`config.mk`:
```
export PLATFORM = sky130hd
export DESIGN_NAME = pmfr_bank
export DESIGN_NICKNAME = d
export VERILOG_FILES = /design/src/logic/pmfr_pkg.sv /design/src/logic/pmfr_bank.sv
export SDC_FILE = /design/constraint.sdc
export NUM_CORES = 1
export LEC_CHECK = 0
export ABC_AREA = 1
export BUFFER_PORTS_ARGS = -buffer_cell sky130_fd_sc_hd__buf_2
export CORE_UTILIZATION = 51
export DETAILED_ROUTE_END_ITERATION = 6
export GPL_TIMING_DRIVEN = 1
export PLACE_DENSITY = 0.81
export SLEW_MARGIN = 40
export SYNTH_ARGS = -nofsm -noshare
export SYNTH_HDL_FRONTEND = slang
export SYNTH_SLANG_ARGS = --single-unit
```
`constraint.sdc`:
```
create_clock -name core_clk -period 2 [get_ports core_clk]
set_input_delay 0.2 -clock core_clk [delete_from_list [all_inputs] [get_ports core_clk]]
set_output_delay 0.2 -clock core_clk [all_outputs]
set_load 0.05 [all_outputs]
```
`src/logic/pmfr_pkg.sv`:
```
// register numbers, field limits, function codes and timing for the
// power monitor and delayed reset/restore register bank
// assumes a single 40 MHz core clock
package pmfr_pkg;
	localparam logic [15:0] TRIG_REG = 16'h1037;
	localparam logic [15:0] SEL_REG = 16'h1038;
	localparam logic [15:0] CHG_REG = 16'h17B7;
	localparam logic [15:0] BATT_REG = 16'h17C1;
	localparam logic [15:0] CURR_REG = 16'h17C2;
	localparam logic [15:0] SUPPLY_REG = 16'h17C3;
	localparam logic [15:0] TEMP_REG = 16'h17C4;
	localparam logic [7:0] SLAVE_ID_DEF = 8'hC8;
	localparam logic [15:0] TRIG_MAX = 16'h00FF;
	localparam logic [15:0] SEL_MAX = 16'h0001;
	localparam logic [15:0] CHG_MAX = 16'h0001;
	localparam logic [7:0] TRIG_RST = 8'h00;
	localparam logic SEL_RST = 1'b0;
	localparam logic CHG_RST = 1'b1;
	localparam logic CHG_SOLAR = 1'b0;
	localparam logic [7:0] FN_READ = 8'h03;
	localparam logic [7:0] FN_WRITE = 8'h06;
	localparam logic [7:0] FN_EXC = 8'h80;
	localparam logic [15:0] EXC_FUNC = 16'h0001;
	localparam logic [15:0] EXC_ADDR = 16'h0002;
	localparam logic [15:0] EXC_VALUE = 16'h0003;
	localparam int TICK_MS = 100;
	localparam longint CLK_HZ = 40_000_000;
	localparam int TICK_CYCLES = int'((longint'(TICK_MS) * CLK_HZ) / 1000);
endpackage

```
`src/logic/pmfr_bank.sv`:
```
// power monitor and delayed reset/restore register bank
// assumes requests arrive already decoded from the serial frame, one per
// cycle at most, on the core clock; monitor inputs come from core logic
// Summary of operation
// - charge source register: 0 solar panel, 1 (default) dc supply recharge
// - four read-only monitors: battery mV, charge mA, supply mV, temp C
// - trigger write 0-255 loads countdown in 100 ms ticks
// - at expiry restore factory defaults if select is 1, else board reset
// - restore select accepts 0 or 1, resets to 0
// - bank answers requests addressed to slave 200 by default
module pmfr_bank #(
	parameter logic [7:0] SlaveId = pmfr_pkg::SLAVE_ID_DEF,
	parameter int TickCycles = pmfr_pkg::TICK_CYCLES
) (
	input wire logic core_clk,
	input wire logic nrst,
	input wire logic reqValid,
	input wire logic [7:0] reqSlave,
	input wire logic [7:0] reqFunc,
	input wire logic [15:0] reqAddr,
	input wire logic [15:0] reqData,
	input wire logic [15:0] battMv,
	input wire logic [15:0] chargeMa,
	input wire logic [15:0] supplyMv,
	input wire logic [15:0] boardTempC,
	output logic respValid,
	output logic [7:0] respFunc,
	output logic [15:0] respData,
	output logic chargeFromSupply,
	output logic countdownBusy,
	output logic boardResetPulse,
	output logic factoryRestorePulse
);
	import pmfr_pkg::*;

	localparam int TW = $clog2(TickCycles + 1);
	localparam logic [TW-1:0] TICK_LAST = TW'(TickCycles - 1);
	localparam logic [TW-1:0] TICK_ZERO = '0;
	localparam logic [7:0] TICKS_ONE = 8'h01;
	localparam logic [7:0] TICKS_ZERO = 8'h00;

	logic [7:0] trig_r;
	logic [TW-1:0] tick_r;
	logic sel_r;
	logic chg_r;
	logic respValid_r;
	logic [7:0] respFunc_r;
	logic [15:0] respData_r;
	logic rst_r;
	logic rest_r;
	logic mine;
	logic isRd;
	logic isWr;
	logic addrOk;
	logic valOk;
	logic [15:0] rdData;
	logic wrTrig;
	logic wrSel;
	logic wrChg;
	logic expire;
	logic supply_r;
	logic busy_r;
	logic [7:0] trig_nxt;
	logic [TW-1:0] tick_nxt;

	// address is one of the seven registers
	function automatic logic known(input logic [15:0] a);
		return a == TRIG_REG || a == SEL_REG || a == CHG_REG ||
			a == BATT_REG || a == CURR_REG || a == SUPPLY_REG ||
			a == TEMP_REG;
	endfunction

	assign mine = reqValid && reqSlave == SlaveId;
	assign isRd = reqFunc == FN_READ;
	assign isWr = reqFunc == FN_WRITE;

	// read data mux
	always_comb begin
		rdData = '0;
		unique case (reqAddr)
			TRIG_REG: rdData = {8'h00, trig_r};
			SEL_REG: rdData = {15'h0000, sel_r};
			CHG_REG: rdData = {15'h0000, chg_r};
			BATT_REG: rdData = battMv;
			CURR_REG: rdData = chargeMa;
			SUPPLY_REG: rdData = supplyMv;
			TEMP_REG: rdData = boardTempC;
			default: rdData = '0;
		endcase
	end

	// writable registers and their value range
	always_comb begin
		addrOk = known(reqAddr);
		valOk = 1'b0;
		if (isWr) begin
			unique case (reqAddr)
				TRIG_REG: valOk = reqData <= TRIG_MAX;
				SEL_REG: valOk = reqData <= SEL_MAX;
				CHG_REG: valOk = reqData <= CHG_MAX;
				default: addrOk = 1'b0;
			endcase
		end
	end

	assign wrTrig = mine && isWr && valOk && reqAddr == TRIG_REG;
	assign wrSel = mine && isWr && valOk && reqAddr == SEL_REG;
	assign wrChg = mine && isWr && valOk && reqAddr == CHG_REG;
	assign expire = trig_r == TICKS_ONE && tick_r == TICK_ZERO;

	// answer: echo on write, data on read, exception otherwise
	always_ff @(posedge core_clk or negedge nrst) begin
		if (!nrst) begin
			respValid_r <= 1'b0;
			respFunc_r <= 8'h00;
			respData_r <= 16'h0000;
		end else begin
			respValid_r <= mine;
			if (mine) begin
				respFunc_r <= reqFunc;
			end
			if (!mine) begin
				respData_r <= respData_r;
			end else if (!isRd && !isWr) begin
				respFunc_r <= reqFunc | FN_EXC;
				respData_r <= EXC_FUNC;
			end else if (!addrOk) begin
				respFunc_r <= reqFunc | FN_EXC;
				respData_r <= EXC_ADDR;
			end else if (isWr && !valOk) begin
				respFunc_r <= reqFunc | FN_EXC;
				respData_r <= EXC_VALUE;
			end else if (isWr) begin
				respData_r <= reqData;
			end else begin
				respData_r <= rdData;
			end
		end
	end

	// charge source select and its registered output level
	always_ff @(posedge core_clk or negedge nrst) begin
		if (!nrst) begin
			chg_r <= CHG_RST;
			supply_r <= CHG_RST != CHG_SOLAR;
		end else if (wrChg) begin
			chg_r <= reqData[0];
			supply_r <= reqData[0] != CHG_SOLAR;
		end
	end

	// restore select
	always_ff @(posedge core_clk or negedge nrst) begin
		if (!nrst) begin
			sel_r <= SEL_RST;
		end else if (wrSel) begin
			sel_r <= reqData[0];
		end
	end

	// next countdown state in ticks; a write reloads, zero cancels
	always_comb begin
		trig_nxt = trig_r;
		tick_nxt = tick_r;
		if (wrTrig) begin
			trig_nxt = reqData[7:0];
			tick_nxt = TICK_LAST;
		end else if (trig_r != TICKS_ZERO) begin
			if (tick_r == TICK_ZERO) begin
				tick_nxt = TICK_LAST;
				trig_nxt = trig_r - TICKS_ONE;
			end else begin
				tick_nxt = tick_r - TW'(1);
			end
		end
	end

	// countdown registers
	always_ff @(posedge core_clk or negedge nrst) begin
		if (!nrst) begin
			trig_r <= TRIG_RST;
			tick_r <= TICK_LAST;
		end else begin
			trig_r <= trig_nxt;
			tick_r <= tick_nxt;
		end
	end

	// busy level, registered so it falls together with the expiry pulse
	always_ff @(posedge core_clk or negedge nrst) begin
		if (!nrst) begin
			busy_r <= 1'b0;
		end else begin
			busy_r <= trig_nxt != TICKS_ZERO;
		end
	end

	// expiry action, chosen by select at the moment of expiry
	always_ff @(posedge core_clk or negedge nrst) begin
		if (!nrst) begin
			rst_r <= 1'b0;
			rest_r <= 1'b0;
		end else begin
			rest_r <= expire && !wrTrig && sel_r;
			rst_r <= expire && !wrTrig && !sel_r;
		end
	end

	assign respValid = respValid_r;
	assign respFunc = respFunc_r;
	assign respData = respData_r;
	assign chargeFromSupply = supply_r;
	assign countdownBusy = busy_r;
	assign boardResetPulse = rst_r;
	assign factoryRestorePulse = rest_r;
endmodule

```
# After elaboration in Yosys (flattened, before gate mapping)
# Index checks and enable logic that the tools add are counted.
[word_totals]
inputBits = 115
latchBits = 0
reg_bits = 60
ramBits = 0
n_memories = 0
word_cells = 74
mem_bits_ro = 0
output_inout_bits = 29
[classes]
n_lt_le_gt_ge = 2
n_reduce_logical = 29
n_bitwise = 0
addsub = 2
muxes = 20
shifts = 0
n_eq_ne = 11
mul = 0
div_mod_pow = 0
[ops]
columns = ["cell", "n"]
rows = [
  ["equality test 16 x 13 -> 1 bit, second input constant", 7],
  ["case mux 16 bit (7 select lines)", 1],
  ["2-to-1 mux 22 bit", 3],
  ["2-to-1 mux 16 bit", 4],
  ["2-to-1 mux 8 bit", 8],
  ["logical NOT 22 bit", 1],
  ["subtractor 22 x 1 -> 22 bit, second input constant", 1],
  ["less-or-equal comparator 16 x 1 -> 1 bit, second input constant", 1],
  ["less-or-equal comparator 16 x 8 -> 1 bit, second input constant", 1],
  ["nonzero test 8 bit", 2],
  ["logical AND 1 bit", 12],
  ["equality test 8 x 1 -> 1 bit, second input constant", 1],
  ["equality test 8 x 2 -> 1 bit, second input constant", 1],
  ["equality test 8 x 3 -> 1 bit, second input constant", 1],
  ["equality test 8 bit, second input constant", 1],
  ["subtractor 8 x 1 -> 8 bit, second input constant", 1],
  ["logical OR 1 bit", 6],
  ["logical NOT 1 bit", 5],
  ["2-to-1 mux 1 bit", 3],
  ["OR reduction 3 bit", 1],
  ["case mux 1 bit (2 select lines)", 1],
  ["nonzero test 2 bit", 1],
  ["OR reduction 2 bit", 1],
]

# Logic depth before layout (Yosys ltp)
[depth]
depth_word = 12
depth_mapped = 15
mapped_depth_nobuf = 15

# Worst setup path after synthesis
# OpenSTA, ideal clock, no wires.
[synth_path]
kind = "register -> register"
from = "register trig_r[0]"
to = "register busy_r, in the netlist countdownBusy"
stages_incl_launch_ff = 15
setup_slack_ns = 0.230
arrival_ns = 1.651
n_path_buf = 0
setup_time_ns = 0.119
required_time_ns = 1.881
path_cell_list = "dfrtp_1 -> inv_1 -> ha_1 -> nor3b_1 -> nand2_1 -> nand4_1 -> nand2_1 -> nand2_1 -> inv_1 -> nand2_1 -> inv_1 -> nor2_1 -> nand2_1 -> nor2_1 -> nand2_1"
[synth_via]
elab_chain_cells = 5
[synth_lines]
columns = ["item", "line", "rtl"]
rows = [
  ["from (decl)", "pmfr_bank.sv:42", "logic [7:0] trig_r;"],
  ["from (signal assigned)", "pmfr_bank.sv:184", "trig_r <= trig_nxt;"],
  ["subtractor 8 x 1 -> 8 bit", "pmfr_bank.sv:171", "trig_nxt = trig_r - TICKS_ONE;"],
  ["2-to-1 mux 8 bit", "pmfr_bank.sv:169", "if (tick_r == TICK_ZERO) begin"],
  ["2-to-1 mux 8 bit (*)", "pmfr_bank.sv:168", "end else if (trig_r != TICKS_ZERO) begin"],
  ["2-to-1 mux 8 bit (*)", "pmfr_bank.sv:165", "if (wrTrig) begin"],
  ["nonzero test 8 bit (*)", "pmfr_bank.sv:194", "busy_r <= trig_nxt != TICKS_ZERO;"],
  ["to (signal assigned)", "pmfr_bank.sv:192", "busy_r <= 1'b0;"],
  ["to (signal assigned)", "pmfr_bank.sv:194", ""],
  ["to (decl)", "pmfr_bank.sv:62", "logic busy_r;"],
]
# Mark *: on every way between the ends. The rest lies on a longest branch, timed or not.
# A chain may end at the register's enable or synchronous reset.

# Worst setup path in the final report
[layout_path]
from = "register tick_r[8]"
to = "register busy_r, in the netlist countdownBusy"
[layout_via]
elab_chain_cells = 5
[layout_lines]
columns = ["item", "line", "rtl"]
rows = [
  ["from (decl)", "pmfr_bank.sv:43", "logic [TW-1:0] tick_r;"],
  ["from (signal assigned)", "pmfr_bank.sv:185", "tick_r <= tick_nxt;"],
  ["logical NOT 22 bit", "pmfr_bank.sv:169", ""],
  ["2-to-1 mux 8 bit", "pmfr_bank.sv:169", ""],
  ["2-to-1 mux 8 bit", "pmfr_bank.sv:168", ""],
  ["2-to-1 mux 8 bit", "pmfr_bank.sv:165", ""],
  ["nonzero test 8 bit", "pmfr_bank.sv:194", ""],
]
# Every way passes these cells.

==> metrics <==
synthesized flop and latch total=60; gp weighted congestion=0.936; ys async rst share=100%; wirelength, routed=13000 um; mean number of vias per cell=5.22; min Tclk post-route=slightly below 2000 ps; Seq/Total Area, Yosys=35.5%; critical path's slowest cell=dfrtp_1; Sequential Power Share=between 40% and 50%; I/O Buffers=143; CTS Root Cell=clkbuf_8; DP HPWL=10200 um; Die Ht=around 94 um; CP bufs+invs=2; Top FF cell, synth=dfrtp_1; endpoints failing hold=0; total via count in the routed design=4995; distinct cell type count after synthesis=40; Row Count=33; largest stage delay on the critical path=430 ps; Hold Path Class=input port to flip-flop; metal1 wirelength=5080 um; top routing layer in use=met4; fin nets=approximately 970; top achievable clock speed=520 MHz; Worst-Margin Slew=501 ps; Yosys top cell area share=between 20% and 30%; Critical Path, Cell by Cell=nor2_2, nand2_1, nor2_2, nand2_1, nor2_2, nand3_1, nand2_1, inv_1, nand2_1, inv_1, nor2_1, nand2_1, nor2_1, nand2_1; Crit Path Class=flip-flop to flip-flop; initial drt markers=262; clk sinks=60; final clock period utilization by the worst path=96.2%; DRT Pass-1 Iters=6; crit path DAT=2160 ps; clk_lat worst skew=350 ps; share of layout cells above drive strength 1=28.2%; CTS Buf Count=9; DR WL met3=933 um; area leader, netlist=dfrtp_1; leak pwr=3.14 nW; Synth area leaders=dfrtp_1 (26%), nand2_1 (21%), dfstp_2 (9.2%); combinational power share=10.1%; vias in the first global route=4821; wire length of the first global-routing pass=21100 um; Starting Density=between 50% and 60%; synthesized area=4290 um2; H-tree depth=3; Total Routing Usage GR=30.9%; pin count of the biggest net entering global routing=61; DIE WIDTH=93.7 um; startpoint types=flip-flop; routed wl met2=6600 um; synthesized net count=796; Finished Core Util=approximately two thirds; P&R area growth vs syn=29.4%; sw power=0.000702 W; VDD IR-drop max=0.000289 V; internal power=0.00192 W; cell count after synthesis=677; CTS tree=done; Max Slew Vio Count=0; EDFF count, synth=0; syn_area_per_cell=6.33 um2; Clk pin slew, worst setup/hold paths=80 ps; critical path's most frequent cell=nand2_1; switch share=26.8%; CP Data Required Time=2240 ps; Worst Skew=16.4 ps; Routed WL per cell=13.6 um; Worst setup EP type=flip-flop; Clock Power Share=a little over two fifths; PD cells=472 nW/um2; # IOs=144; Worst slew margin=66.4%; Min Hold Slack=102 ps; fillcell total=743; full die area=8780 um2; post-route ant nets=0; final setup vio count=0; critical-path maximum fanout=4; Core Area=8180 um2; Crit path max-delay family=simple AND/OR/NAND/NOR gates; initial antenna violation count=0; max cap viols=0; Synth Warn #=0; outcome=complete, no violations; Ant. Diodes=0; drt drc=0; Clock Path Buffers=2; remaining global-route overflow=0
-- worst register-to-register path, stage by stage (launching register included) --
cell     delay [ps]
dfrtp_1         430
nor2_2          160
nand2_1         120
nor2_2          160
nand2_1         120
nor2_2          170
nand3_1         120
nand2_1          80
inv_1            40
nand2_1          50
inv_1            40
nor2_1          120
nand2_1          60
nor2_1           90
nand2_1          60
-- cell usage after synthesis, types with 2 or more instances --
| master | n |
|---|---|
| clkbuf_1 | 6 |
| nand3_1 | 40 |
| and3_1 | 2 |
| dfrtp_1 | 45 |
| inv_1 | 87 |
| nand3_2 | 2 |
| nor2_1 | 101 |
| o21ai_2 | 3 |
| nand4_1 | 27 |
| buf_2 | 4 |
| ha_1 | 4 |
| o22ai_1 | 2 |
| nand2_2 | 6 |
| nand3b_1 | 2 |
| buf_6 | 2 |
| xor2_1 | 6 |
| a21oi_1 | 13 |
| nand2_1 | 237 |
| or2_2 | 2 |
| inv_2 | 3 |
| dfstp_2 | 15 |
| nor2_2 | 3 |
| nor3_1 | 8 |
| nor2_4 | 5 |
| o21ai_0 | 37 |
-- state kept, by name, indices dropped and copies added, names as in the netlist --
signal,cells
boardResetPulse,1
chargeFromSupply,1
countdownBusy,1
factoryRestorePulse,1
respData,16
respFunc,8
respValid,1
sel_r,1
tick_r,22
trig_r,8
-- power by group through the flow --
stage               clock network [W]  registers [W]  logic [W]
floorplan                           0        0.00129  0.0000493
global placement                    0        0.00125   0.000258
detailed placement                  0        0.00125   0.000264
CTS                           0.00114        0.00123   0.000266
global route                  0.00118        0.00123   0.000292
finish                        0.00113        0.00123   0.000264
-- final timing paths --
kind / from / endpoint / slack (ps) / cells past startpoint
min in group asynchronous: nrst / factoryRestorePulse / 370 / 3
min reg2reg: sel_r / boardResetPulse / 450 / 1
min: reqFunc[6] / respFunc[6] / 100 / 3
max in group asynchronous: nrst / tick_r[0] / 1290 / 3
max reg2reg: tick_r[8] / countdownBusy / 80 / 14
max: tick_r[8] / countdownBusy / 80 / 14
-- cells by family (layout without fill, tap and decap cells) --
family / count (synthesis) / after routing / share of synthesized area (%)
compound gates: 60 / 60 / 7.67
xor+xnor: 7 / 7 / 1.43
fa+ha+maj: 4 / 4 / 1.17
buf+inv: 105 / 279 / 9.75
flops: 60 / 60 / 35.5
simple gates: 441 / 441 / 44.5
-- cell usage in the layout, fill, tap and decap left out, drive strengths merged --
master	count
a21boi	3
o211ai	1
nor2	109
a21oi	13
nand4	28
a31oi	1
o22ai	2
dlygate4sd3	1
o21ai	40
bufinv	1
nand3	42
nand3b	2
nor4	1
buf	171
nor3b	1
clkinv	5
inv	92
nand2	244
xnor2	1
ha	4
or2	4
dfstp	15
and3	2
xor2	6
nor3	8
clkbuf	9
dfrtp	45
-- timing repair --
action | in CTS | in global routing
setup endpoints to repair | 0 | 19
hold endpoints to repair | 45 | 0
hold buffers | 1 | 0
gates resized for setup | 0 | 14
setup buffers | 0 | 2
-- per-layer routing --
layer  vias up  track usage, %
li1       2464               -
met1      2270            35.5
met2       227            55.7
met3        34            5.18
met4         0            14.1
met5         -               0
-- stage by stage --
step                      setup TNS (ps)  power (W)  cell area [um2]  instances  worst slack [ps]
after floorplan                        0    0.00134             4290        677               230
after global placement                 0    0.00151             5280        937              60.1
after detailed placement            -110    0.00152             5280        937             -31.0
after CTS                              0    0.00263             5490        954              4.66
after global routing               -75.9    0.00271             5550        956             -75.9
final                                  0    0.00262             5550        956              76.1
-- layout make-up --
cell class	instances	area (um2)	share of cell area [%]
repair buffers	172	961	17.3
flip-flops and latches	60	1520	27.4
well taps	105	131	2.37
inverters	91	342	6.16
clock inverters	7	75.1	1.35
multi-input cells	512	2400	43.2
clock buffers	9	124	2.23
No activity file was read; power rests on OpenSTA's default activity.
